[src/core/list_ctl_consts.svh]
/*
 * Offsets, field positions, reset values and widths of the list control and
 * command/status register bank.
 * Assumes inclusion by bare name from any design file that decodes registers.
 */
`ifndef LIST_CTL_CONSTS_SVH
`define LIST_CTL_CONSTS_SVH

// Register byte offsets on the host register port.
`define LCS_OFS_LIST_CONTROL 8'h04
`define LCS_OFS_COMMAND_STATUS 8'h08

// Fields of the list control register.
`define LCS_RATIO_LSB 0
`define LCS_RATIO_MSB 1
`define LCS_PERIODIC_EN_BIT 2
`define LCS_ISO_EN_BIT 3
`define LCS_CTL_EN_BIT 4
`define LCS_CONTROL_WMASK 32'h0000001f
`define LCS_CONTROL_RESET 5'h00

// Fields of the command/status register.
`define LCS_CMD_LSB 0
`define LCS_CMD_MSB 3
`define LCS_CMD_RESET 4'h0
`define LCS_OVR_CNT_LSB 16
`define LCS_OVR_CNT_MSB 17
`define LCS_OVR_CNT_RESET 2'h0

`endif

[src/core/list_ctl_pkg.sv]
/*
 * Types shared by the list control and command/status register bank.
 * Assumes nothing beyond a SystemVerilog compiler.
 */
package list_ctl_pkg;

    // Host register port request, one cycle wide.
    typedef struct packed {
        logic wr;
        logic rd;
        logic [7:0] addr;
        logic [31:0] wdata;
    } reg_req_t;

    // Events reported by the list scheduler, each a one-cycle pulse.
    typedef struct packed {
        logic frame_start;
        logic end_of_frame;
        logic periodic_done;
        logic iso_desc_seen;
        logic ctl_desc_done;
        logic bulk_desc_done;
        logic [3:0] cmd_clear;
        logic overrun_flag_clear;
    } sched_evt_t;

    // Permissions and decisions handed to the list scheduler.
    typedef struct packed {
        logic control_go;
        logic periodic_go;
        logic iso_go;
        logic periodic_halt;
        logic serve_control;
        logic overrun_pulse;
        logic overrun_flag;
        logic [1:0] overrun_count;
        logic [3:0] cmd_bits;
    } sched_ctl_t;

    // Tracking state of the periodic list within a frame.
    typedef enum logic [1:0] {
        PER_IDLE,
        PER_RUNNING,
        PER_FINISHED
    } per_state_t;

endpackage

[src/core/list_ctl_status.sv]
/*
 * List control and command/status register bank of an open host controller.
 * Holds the list enables, the control/bulk service ratio, the write-to-set
 * command bits and the scheduling overrun counter, and steers the scheduler.
 * Assumes a single 40 MHz clock, a synchronous register port from the host
 * bus logic and a scheduler that reports its events as one-cycle pulses.
 */
`timescale 1ns/100ps
`include "list_ctl_consts.svh"

// Operation
// - Control list served only while enable set.
// - Iso descriptor with iso disabled halts periodic.
// - Iso enable takes effect next frame.
// - Periodic list served only while enable set; enable frozen at frame start, so a mid-frame clear acts next frame.
// - Ratio field selects one to four controls.
// - Ratio compared with count before non-periodic service.
// - Control count survives frame boundaries.
// - Command writes set ones, ignore zeros.
// - Command/status bits read back normally.
// - Unfinished periodic list at frame end overruns.
// - Overrun increments counter and sets flag.
// - Counter starts zero, wraps, counts while flagged.
module list_ctl_status (
    // Clock and reset.
    input wire logic clk,
    input wire logic rst_n,
    // Host register port.
    input wire list_ctl_pkg::reg_req_t reg_req,
    output logic [31:0] reg_rdata,
    output logic reg_rvalid,
    // Scheduler side.
    input wire list_ctl_pkg::sched_evt_t evt,
    output list_ctl_pkg::sched_ctl_t ctl
);

    // Register state, frozen enables and decoded strobes.
    logic rst_sync1; // First reset synchroniser stage.
    logic rst_sync_n; // Released reset used by all logic after the synchroniser.
    logic [4:0] list_control; // Enables and service ratio.
    logic [3:0] cmd_bits; // Write-to-set command bits.
    logic [1:0] overrun_count; // Scheduling overrun counter.
    logic overrun_flag; // Scheduling overrun flag of the interrupt status.
    logic iso_frame_en; // Iso enable frozen at the frame start.
    logic periodic_frame_en; // Periodic enable frozen at the frame start.
    logic [2:0] ctl_served; // Non-empty control descriptors served.
    list_ctl_pkg::per_state_t per_state; // Periodic list progress.
    logic wr_control; // Write strike on the list control register.
    logic wr_command; // Write strike on the command/status register.
    logic overrun_now; // Frame ended with the periodic list unfinished.
    logic iso_halt_now; // Iso descriptor met while iso is disabled.

    // Releases the reset through two flip-flops. Only the second stage reads
    // the first, so the logic never sees a half-settled release, while the
    // assertion of reset still reaches every flip-flop at once.
    always_ff @(posedge clk or negedge rst_n) begin
        if (!rst_n) begin
            rst_sync1 <= 1'b0;
            rst_sync_n <= 1'b0;
        end else begin
            rst_sync1 <= 1'b1;
            rst_sync_n <= rst_sync1;
        end
    end

    // Decodes the register writes.
    // A write to any other offset matches neither strobe and is dropped.
    assign wr_control = reg_req.wr && (reg_req.addr == `LCS_OFS_LIST_CONTROL);
    assign wr_command = reg_req.wr && (reg_req.addr == `LCS_OFS_COMMAND_STATUS);

    // An iso descriptor halts the periodic list when iso is off this frame.
    assign iso_halt_now = evt.iso_desc_seen && (per_state == list_ctl_pkg::PER_RUNNING)
        && !iso_frame_en;

    // The frame ends while the periodic list is still being processed.
    assign overrun_now = evt.end_of_frame && (per_state == list_ctl_pkg::PER_RUNNING)
        && !evt.periodic_done && !iso_halt_now;

    // Holds the list control register; only the list fields are writable.
    // The upper bits are not stored at all and read back as zero.
    always_ff @(posedge clk or negedge rst_sync_n) begin
        if (!rst_sync_n) begin
            list_control <= `LCS_CONTROL_RESET;
        end else if (wr_control) begin
            list_control <= reg_req.wdata[4:0];
        end
    end

    // Command bits: ones written set, zeros leave alone, a set beats a clear.
    // The scheduler clears a bit once it has acted on it; a command written in
    // the same cycle survives, so the driver never loses a request.
    always_ff @(posedge clk or negedge rst_sync_n) begin
        if (!rst_sync_n) begin
            cmd_bits <= `LCS_CMD_RESET;
        end else begin
            cmd_bits <= (cmd_bits & ~evt.cmd_clear)
                | (wr_command ? reg_req.wdata[`LCS_CMD_MSB:`LCS_CMD_LSB] : 4'h0);
        end
    end

    // Counts overruns from zero, wrapping, regardless of the flag.
    // Wrapping from three to zero is intended: the driver watches the trend,
    // not the absolute number.
    always_ff @(posedge clk or negedge rst_sync_n) begin
        if (!rst_sync_n) begin
            overrun_count <= `LCS_OVR_CNT_RESET;
        end else if (overrun_now) begin
            overrun_count <= overrun_count + 2'h1;
        end
    end

    // Sets the overrun flag; a new overrun wins over a clear in the same cycle.
    // The clear comes from the interrupt status logic when the driver acknowledges.
    always_ff @(posedge clk or negedge rst_sync_n) begin
        if (!rst_sync_n) begin
            overrun_flag <= 1'b0;
        end else if (overrun_now) begin
            overrun_flag <= 1'b1;
        end else if (evt.overrun_flag_clear) begin
            overrun_flag <= 1'b0;
        end
    end

    // Freezes the iso and periodic enables at each frame start.
    // Freezing keeps a mid-frame change of either enable away from a list that
    // is already being served; it takes hold at the following frame start.
    always_ff @(posedge clk or negedge rst_sync_n) begin
        if (!rst_sync_n) begin
            iso_frame_en <= 1'b0;
            periodic_frame_en <= 1'b0;
        end else if (evt.frame_start) begin
            iso_frame_en <= list_control[`LCS_ISO_EN_BIT];
            periodic_frame_en <= list_control[`LCS_PERIODIC_EN_BIT];
        end
    end

    // Follows the periodic list through each frame.
    // Finished means the list is done for this frame, by any of its three ends.
    always_ff @(posedge clk or negedge rst_sync_n) begin
        if (!rst_sync_n) begin
            per_state <= list_ctl_pkg::PER_IDLE;
        end else begin
            unique case (per_state)
                list_ctl_pkg::PER_IDLE: begin
                    // Starts only when the periodic enable is seen set.
                    if (evt.frame_start && list_control[`LCS_PERIODIC_EN_BIT]) begin
                        per_state <= list_ctl_pkg::PER_RUNNING;
                    end
                end
                list_ctl_pkg::PER_RUNNING: begin
                    // Ends on completion, on an iso halt or at frame end.
                    if (evt.periodic_done || iso_halt_now || evt.end_of_frame) begin
                        per_state <= list_ctl_pkg::PER_FINISHED;
                    end
                end
                list_ctl_pkg::PER_FINISHED: begin
                    // Waits for the next frame and its enable.
                    if (evt.frame_start) begin
                        per_state <= list_control[`LCS_PERIODIC_EN_BIT]
                            ? list_ctl_pkg::PER_RUNNING : list_ctl_pkg::PER_IDLE;
                    end
                end
            endcase
        end
    end

    // Counts control descriptors; cleared when a bulk descriptor completes during bulk service.
    // Frame starts leave the count alone, so a partly used ratio carries over
    // into the next frame. The count saturates one above the ratio, which is
    // as far as the comparison with the ratio needs to look.
    always_ff @(posedge clk or negedge rst_sync_n) begin
        if (!rst_sync_n) begin
            ctl_served <= 3'h0;
        end else if (evt.bulk_desc_done && !ctl.serve_control) begin
            ctl_served <= 3'h0;
        end else if (evt.ctl_desc_done && ctl_served <= {1'b0, list_control[1:0]}) begin
            ctl_served <= ctl_served + 3'h1;
        end
    end

    // Drives the scheduler permissions and decisions from flip-flops.
    // The control enable is passed on live, since the scheduler samples it each
    // time it turns to the control list; the others are the frozen copies.
    always_ff @(posedge clk or negedge rst_sync_n) begin
        if (!rst_sync_n) begin
            ctl <= '0;
        end else begin
            ctl.control_go <= list_control[`LCS_CTL_EN_BIT];
            ctl.periodic_go <= periodic_frame_en;
            ctl.iso_go <= iso_frame_en;
            ctl.periodic_halt <= iso_halt_now;
            // Ratio 0..3 allows 1..4 control descriptors before bulk.
            ctl.serve_control <= (ctl_served <= {1'b0, list_control[1:0]});
            ctl.overrun_pulse <= overrun_now;
            ctl.overrun_flag <= overrun_flag;
            ctl.overrun_count <= overrun_count;
            ctl.cmd_bits <= cmd_bits;
        end
    end

    // Answers register reads one cycle after the read strobe.
    // Read data returns to zero between answers, and an unmapped offset is
    // answered with zero and a valid strobe.
    always_ff @(posedge clk or negedge rst_sync_n) begin
        if (!rst_sync_n) begin
            reg_rdata <= 32'h00000000;
            reg_rvalid <= 1'b0;
        end else begin
            reg_rvalid <= reg_req.rd;
            if (!reg_req.rd) begin
                reg_rdata <= 32'h00000000;
            end else if (reg_req.addr == `LCS_OFS_LIST_CONTROL) begin
                reg_rdata <= {27'h0, list_control};
            end else if (reg_req.addr == `LCS_OFS_COMMAND_STATUS) begin
                reg_rdata <= {14'h0, overrun_count, 12'h0, cmd_bits};
            end else begin
                reg_rdata <= 32'h00000000;
            end
        end
    end

endmodule

[config.mk]
export PLATFORM = sky130hd
export DESIGN_NAME = list_ctl_status
export DESIGN_NICKNAME = d
export VERILOG_FILES = /design/src/core/list_ctl_pkg.sv /design/src/core/list_ctl_status.sv
export VERILOG_INCLUDE_DIRS = /design/src /design/src/core
export SDC_FILE = /design/constraint.sdc
export NUM_CORES = 1
export LEC_CHECK = 0
export BUFFER_PORTS_ARGS = -buffer_cell sky130_fd_sc_hd__buf_4
export CORE_UTILIZATION = 35
export CTS_CLUSTER_DIAMETER = 200
export DETAILED_ROUTE_END_ITERATION = 6
export GPL_TIMING_DRIVEN = 0
export PLACE_DENSITY = 0.73
export SLEW_MARGIN = 20
export SYNTH_ARGS = -nofsm -noshare
export SYNTH_HDL_FRONTEND = slang
export SYNTH_SLANG_ARGS = --single-unit
[constraint.sdc]
create_clock -name clk -period 1.6 [get_ports clk]
set_input_delay 0.48 -clock clk [delete_from_list [all_inputs] [get_ports clk]]
set_output_delay 0.48 -clock clk [all_outputs]
set_load 0.005 [all_outputs]
==> summary.txt, run 1 <==
Drt
  • Vias: around 1200
  • DRC Markers: 0
  • DR iter-0 viols: 37
  • Wirelength per Cell: 10.3 um
  • Drt total wl: 2.97 mm
  • First-pass iteration count of the detailed router: 4
  • Post-route ant nets: 0
  • Drt via density: 4.03

Die
  • Die height: between 70 and 80 um
  • Rows: 25
  • Die Wd: between 70 and 80 um
  • Core footprint: about 0.0048 mm^2
  • Ports: between 100 and 150
  • Die area: between 0.005 and 0.006 mm^2
  • Effective utilization at floorplan: 0.368

Global route
  • Initial antenna violation count: 0
  • Met3 Resource Use GR: 0.0511
  • GRT Max-Usage Layer: met2
  • Vias in the first global route: roughly 1100
  • Total track usage: 0.121
  • Met1 Use GR: 0.133
  • First-pass GRT wire length: about 4.8 mm
  • Largest net degree at the start of global routing: 36
  • GR Util met2: 0.209
  • Gr ovfl total: 0

Synthesis
  • Number of flops mapped to enable cells by yosys: 0
  • Synth Area in Adders: 0.0215
  • Cells after synthesis: between 100 and 150
  • Synth Area in XOR/XNOR: 0.0100
  • #FFs+latches synth: 42
  • Post-synthesis mux area share: 0.0565
  • Distinct cell type count after synthesis: 27
  • Seq/Total Area, Yosys: 0.601
  • Compound-gate portion of the synthesized area: 0.0522
  • Synth Warn #: 0
  • Post-synth ARST share: 1.00
  • Synth Cell Area: around 0.0017 mm^2
  • Largest family of logic cells by synthesized area: simple AND/OR/NAND/NOR gates
  • Ys flop type: dfrtp_1
  • Synth Area in Simple Gates: 0.128
  • Post-Syn Area per Cell: 12.5 um^2

Pwr
  • Power per cell area: ~1100 mW/mm^2
  • Worst vdd ir: 0.466 mV
  • Pleak: around 1.3 nW

STA
  • Fin crit share: 0.940
  • Slew margin rel.: 0.671
  • Final Setup Violations: 0
  • Final Slew Violations: 0
  • Min Tclk post-route: between 1.5 and 2 ns
  • Unrepaired setup endpoints after global routing: false
  • Fin. Hold Viols: 0
  • Worst Max-Slew Pin Slew: 0.489 ns
  • Setup TNS: 0 ns
  • Max Freq: roughly 660 MHz
  • Clock Skew: approximately 0.0046 ns

Setup path
  • Critical Path RT: around 1.8 ns
  • Crit start category: flop
  • Worst setup path category: flop to flop
  • Crit. End Element: flop
  • Worst-path fanout max: 3
  • Crit path DAT: between 1.5 and 2 ns

Cells and area
  • Area growth syn-to-layout: 40.6%
  • Final-layout fill cell count: 442
  • Final cell count without fillers: 289
  • Most common cell after layout, fill and taps aside: buf_4
  • Most frequent cells in the layout: buf_4 (73), dfrtp_1 (41), conb_1 (26)
  • Multi-input gate area: 574 um^2
  • Antenna cell count: 0
  • Layout cells sized above 1: 0.437
  • Final net count: 279
  • FF/Latch Area: ~0.0011 mm^2

Clock tree
  • CTS max path bufs: 2
  • Clk Latency, worst-skew pair: roughly 0.29 ns
  • Root buffer cell: clkbuf_8
  • CTS tree: done
  • Worst-path clk slew: around 0.08 ns
  • CTS buffer count: 5
  • Post-CTS setup buffer count: 0
  • Clock sink count: 42
  • H-tree depth: 2

Outcome
  • Status: finished, final reports clean

Placed design
  • Post-DP HPWL: about 2.3 mm
  • Gpl congestion: approximately 0.73
  • Port bufs: 48
  • Placed insts: between 200 and 300

Flow run
  • Max_cap viols: 0

Hold path
  • HP Class: flop to asynchronous set/reset pin
## sequential cells by signal, summed over array words and instances, names as in the netlist, 2 cells and up
name / cells
ctl_served: 3
cmd_bits: 4
ctl: 13
reg_rdata: 7
overrun_count: 2
list_control: 5
per_state: 2
## layout make-up
| type | count | area share |
|---|---|---|
| flip-flops and latches | 42 | 0.428 |
| multi-input cells | 88 | 0.233 |
| repair buffers | 50 | 0.159 |
| plain buffers | 25 | 0.0763 |
| well taps | 67 | 0.0341 |
| clock buffers | 5 | 0.0280 |
| clock inverters | 3 | 0.0280 |
| inverters | 9 | 0.0137 |
## synth_stat cells (2+ instances only)
cell type,count,area [um^2]
buf_4,25,188
conb_1,2,7.51
nor4b_4,2,47.6
o31ai_1,2,15.0
and3_1,4,25.0
mux2i_1,2,20.0
nor2_1,5,18.8
a22oi_1,4,30.0
nor2b_1,2,12.5
inv_1,9,33.8
nand3b_1,2,15.0
ha_1,3,37.5
nand2_1,13,48.8
dfrtp_1,42,1050
o21ai_0,5,25.0
mux2_2,7,78.8
## where the power goes
group	switching, mW	total (mW)	internal [mW]
logic	0.223	0.500	0.277
registers	0.0897	1.29	1.20
clock network	0.365	0.990	0.625
total	0.677	2.78	2.10
## cell families (layout without fill, tap and decap cells)
family	Yosys count	in the layout
adder cells (fa/ha/maj)	3	3
buffers and inverters	34	92
multiplexers	9	9
XOR/XNOR	2	2
flip-flops	42	42
AO/OA/AOI/OAI	14	14
other	2	26
AND/OR/NAND/NOR	34	34
## critical path: stages, from the launching register on
cell	delay [ns]
dfrtp_1	0.38
inv_1	0.06
ha_1	0.30
nor2b_1	0.14
o31ai_2	0.26
nand2_2	0.13
mux2i_1	0.13
## timing repair
| item | in CTS | in global routing |
|---|---|---|
| gates resized for setup | 0 | 2 |
| setup endpoints to repair | 0 | 3 |
| hold buffers | 1 | 0 |
| hold endpoints to repair | 2 | 0 |
## metrics by stage
stage               area (um^2)   util  hold WS (ns)  worst slack [ns]  power, mW
floorplan                  1840      -         0.184             0.180       1.58
global placement           2280  0.480         0.264            -0.159       1.76
CTS                        2450  0.516         0.106           0.00710       2.79
global route               2460  0.517         0.116           0.00977       2.93
detailed placement         2300  0.485        0.0979            -0.161       1.79
finish                     2460  0.517        0.0996            0.0954       2.78
## path summary, 6_finish.rpt
check,start,cells after the start,slack [ns],endpoint
max,list_control[1],6,0.1,ctl_served[1]
min,rst_sync_n,0,0.1,ctl_served[0]
max reg2reg,list_control[1],6,0.1,ctl_served[1]
min reg2reg,rst_sync_n,0,0.1,ctl_served[0]
max in group asynchronous,rst_n,2,0.99,rst_sync_n
min in group clk,reg_req[40],1,0.31,reg_rvalid
## routing by layer
metal | part of all wire | wire length, um
met2 | 0.48 | 1420
met4 | 0.013 | 40
met3 | 0.10 | 302
met5 | 0 | 0
met1 | 0.41 | 1210
No activity file was read; power rests on OpenSTA's default activity.
==> run 2: changes to the inputs <==
Settings changed: BUFFER_PORTS_ARGS -buffer_cell sky130_fd_sc_hd__buf_4 to not set, CTS_BUF_LIST set to sky130_fd_sc_hd__clkbuf_4, DONT_BUFFER_PORTS set to 1, PLACE_DENSITY 0.73 to 0.56.
==> summary.txt, run 2 (synthesis gave the netlist of run 1 again) <==
STA
  • Setup WS post-layout: 0.101 ns (+0.00522 ns)
  • Final Slew Violations: 0 (unchanged)
  • Unrepaired setup endpoints after global routing: false
  • Worst Max-Slew Pin Slew: 0.527 ns (+0.0377 ns)
  • Fin. Hold Viols: 0 (unchanged)
  • Final Setup Violations: 0 (unchanged)
  • Min Tclk post-route: 1.50 ns (-0.00522 ns)
  • Max Freq: 667 MHz (+0.35%)
  • Fin crit share: 0.937 (-0.00326)
  • Clock Skew: 0.00860 ns (+0.00405 ns)
  • Slew margin rel.: 0.644 (-0.0271)

Clock tree
  • Clk Latency, worst-skew pair: 0.34 ns (+0.05 ns)
  • Post-CTS setup buffer count: 0 (unchanged)
  • CTS tree: done
  • Worst-path clk slew: 0.12 ns (+0.04 ns)
  • CTS buffer count: 5 (unchanged)
  • H-tree depth: 2 (unchanged)
  • CTS max path bufs: 2 (unchanged)
  • Root buffer cell: clkbuf_4
  • Clock sink count: 42 (unchanged)

Drt
  • DRC Markers: 0 (unchanged)
  • Wirelength per Cell: 12.2 um (+19%)
  • Vias: 1020 (-12%)
  • First-pass iteration count of the detailed router: 4 (unchanged)
  • Post-route ant nets: 0 (unchanged)
  • Drt total wl: 2.95 mm (-0.77%)
  • DR iter-0 viols: 35 (-5.4%)
  • Drt via density: 4.23 (+5.1%)

Global route
  • Initial antenna violation count: 0 (unchanged)
  • Total track usage: 0.120 (-0.00107)
  • Vias in the first global route: 990 (-9.5%)
  • Gr ovfl total: 0 (unchanged)
  • First-pass GRT wire length: 4.64 mm (-3.7%)
  • Largest net degree at the start of global routing: 30 (-17%)

Pwr
  • Power per cell area: 1140 mW/mm^2 (+1.2%)
  • Sequential share of power: 0.559 (+0.096)
  • Internal power: 1.71 mW (-19%)
  • Sw Share: 0.269 (+0.0251)
  • PnR Total Power: 2.33 mW (-16%)
  • Clock group share of total power: 0.288 (-0.069)
  • Pleak: 1.06 nW (-20%)
  • Worst vdd ir: 0.502 mV (+7.7%)
  • Logic pwr share: 0.152 (-0.028)
  • P_sw: 0.628 mW (-7.3%)

Cells and area
  • Antenna cell count: 0 (unchanged)
  • Layout cells sized above 1: 0.276 (-0.161)
  • Fin util: 0.429 (-0.0879)
  • Final net count: 231 (-17%)
  • Top reg by flops: ctl
  • Most common cell after layout, fill and taps aside: dfrtp_1
  • Max FFs per register: 13 (unchanged)
  • Final instance area: 0.00204 mm^2 (-17%)
  • Area growth syn-to-layout: 16.7%
  • Final-layout fill cell count: 470 (+6.3%)
  • Biggest registers after layout: ctl (13), reg_rdata (7), list_control (5)
  • Final cell count without fillers: 241 (-17%)
  • Most frequent cells in the layout: dfrtp_1 (41), conb_1 (26), buf_4 (25)

Hold path
  • HP Class: input port to flop

Placed design
  • Port bufs: 0 (-100%)
  • Pre-CTS setup slack: -0.0304 ns (+0.131 ns)
  • Placed insts: 232 (-17%)
  • Dpl cell area: 0.00194 mm^2 (-16%)
  • Gpl congestion: 0.757 (+3.6%)
  • Post-DP HPWL: 2.31 mm (+0.48%)

Die
  • Effective utilization at floorplan: 0.368 (unchanged)
  • Die Wd: 72.7 um (unchanged)
  • Die area: 0.00528 mm^2 (unchanged)
  • Die height: 72.7 um (unchanged)
  • Ports: 101 (unchanged)
  • Rows: 25 (unchanged)
  • Core footprint: 0.00475 mm^2 (unchanged)

Setup path
  • Crit start category: flop
  • Worst setup path category: flop to flop
  • Crit path DAT: 1.77 ns (+0.09 ns)
  • Crit. End Element: flop
  • Critical Path RT: 1.87 ns (+0.09 ns)
  • Worst-path fanout max: 3 (unchanged)

Outcome
  • Status: finished, final reports clean

Flow run
  • Max_cap viols: 0 (unchanged)
-- run 2: changes by cell type in the layout (fill, tap and decap cells not counted), sizes merged --
| cell | before | now |
|---|---|---|
| buf | 74 | 26 |
| clkinvlp | 0 | 2 |
| bufinv | 2 | 1 |
| clkinv | 1 | 0 |
-- run 2: stage by stage --
step                      setup TNS, ns  hold WS [ns]
after CTS                             0         0.133
after global placement            -2.38         0.184
final                                 0         0.154
after global routing                  0         0.119
after floorplan                       0         0.184
after detailed placement         -0.160         0.164
-- run 2: final timing paths --
| path | from | to | slack, ns | cells after the start |
|---|---|---|---|---|
| max reg2reg | list_control[1] | ctl_served[2] | 0.10 | 6 |
| min | reg_req[40] | reg_rvalid | 0.15 | 0 |
| max | list_control[1] | ctl_served[2] | 0.10 | 6 |
| min in group asynchronous | rst_sync_n | periodic_frame_en | 0.16 | 0 |
| min reg2reg | rst_sync_n | periodic_frame_en | 0.16 | 0 |
| max in group asynchronous | rst_sync_n | reg_rdata[4] | 1.00 | 1 |
-- run 2: timing repair --
| item | in CTS | in global routing |
|---|---|---|
| endpoints found under the hold margin | 2 | 0 |
| pin swaps | 0 | 0 |
| setup endpoints to repair | 1 | 3 |
| gates cloned | 0 | 0 |
| resized for setup | 1 | 1 |
| hold buffers | 1 | 0 |
-- run 2: routing by layer --
layer | routed length (um) | vias up | global-route usage
met5 | 0 | - | 0
met4 | 14 | 0 | 0.0479
met3 | 282 | 2 | 0.0580
met2 | 1500 | 49 | 0.191
met1 | 1160 | 488 | 0.139
li1 | - | 481 | -
-- run 2: power groups by stage --
stage / clock [mW] / combinational [mW] / sequential [mW]
2_1_floorplan: 0 / 0.278 / 1.30
3_5_place_dp: 0 / 0.339 / 1.32
6_report: 0.672 / 0.356 / 1.31
5_1_grt: 0.745 / 0.407 / 1.33
4_1_cts: 0.701 / 0.345 / 1.30
3_3_place_gp: 0 / 0.299 / 1.33
-- run 2: critical path, cell delays in order, from the launching register on --
cell	delay, ns
dfrtp_1	0.39
inv_1	0.05
ha_1	0.30
nor2b_1	0.14
o31ai_2	0.21
nand2_1	0.16
o21ai_1	0.18
-- run 2: layout make-up --
type / instances / area (um^2) / share of cell area
sequential: 42 / 1050 / 0.515
multi-input combinational: 88 / 572 / 0.280
buffer: 25 / 188 / 0.0919
tap: 67 / 83.8 / 0.0411
clock inverter: 3 / 45.0 / 0.0221
clock buffer: 5 / 37.5 / 0.0184
inverter: 9 / 33.8 / 0.0165
timing repair buffer: 2 / 30.0 / 0.0147
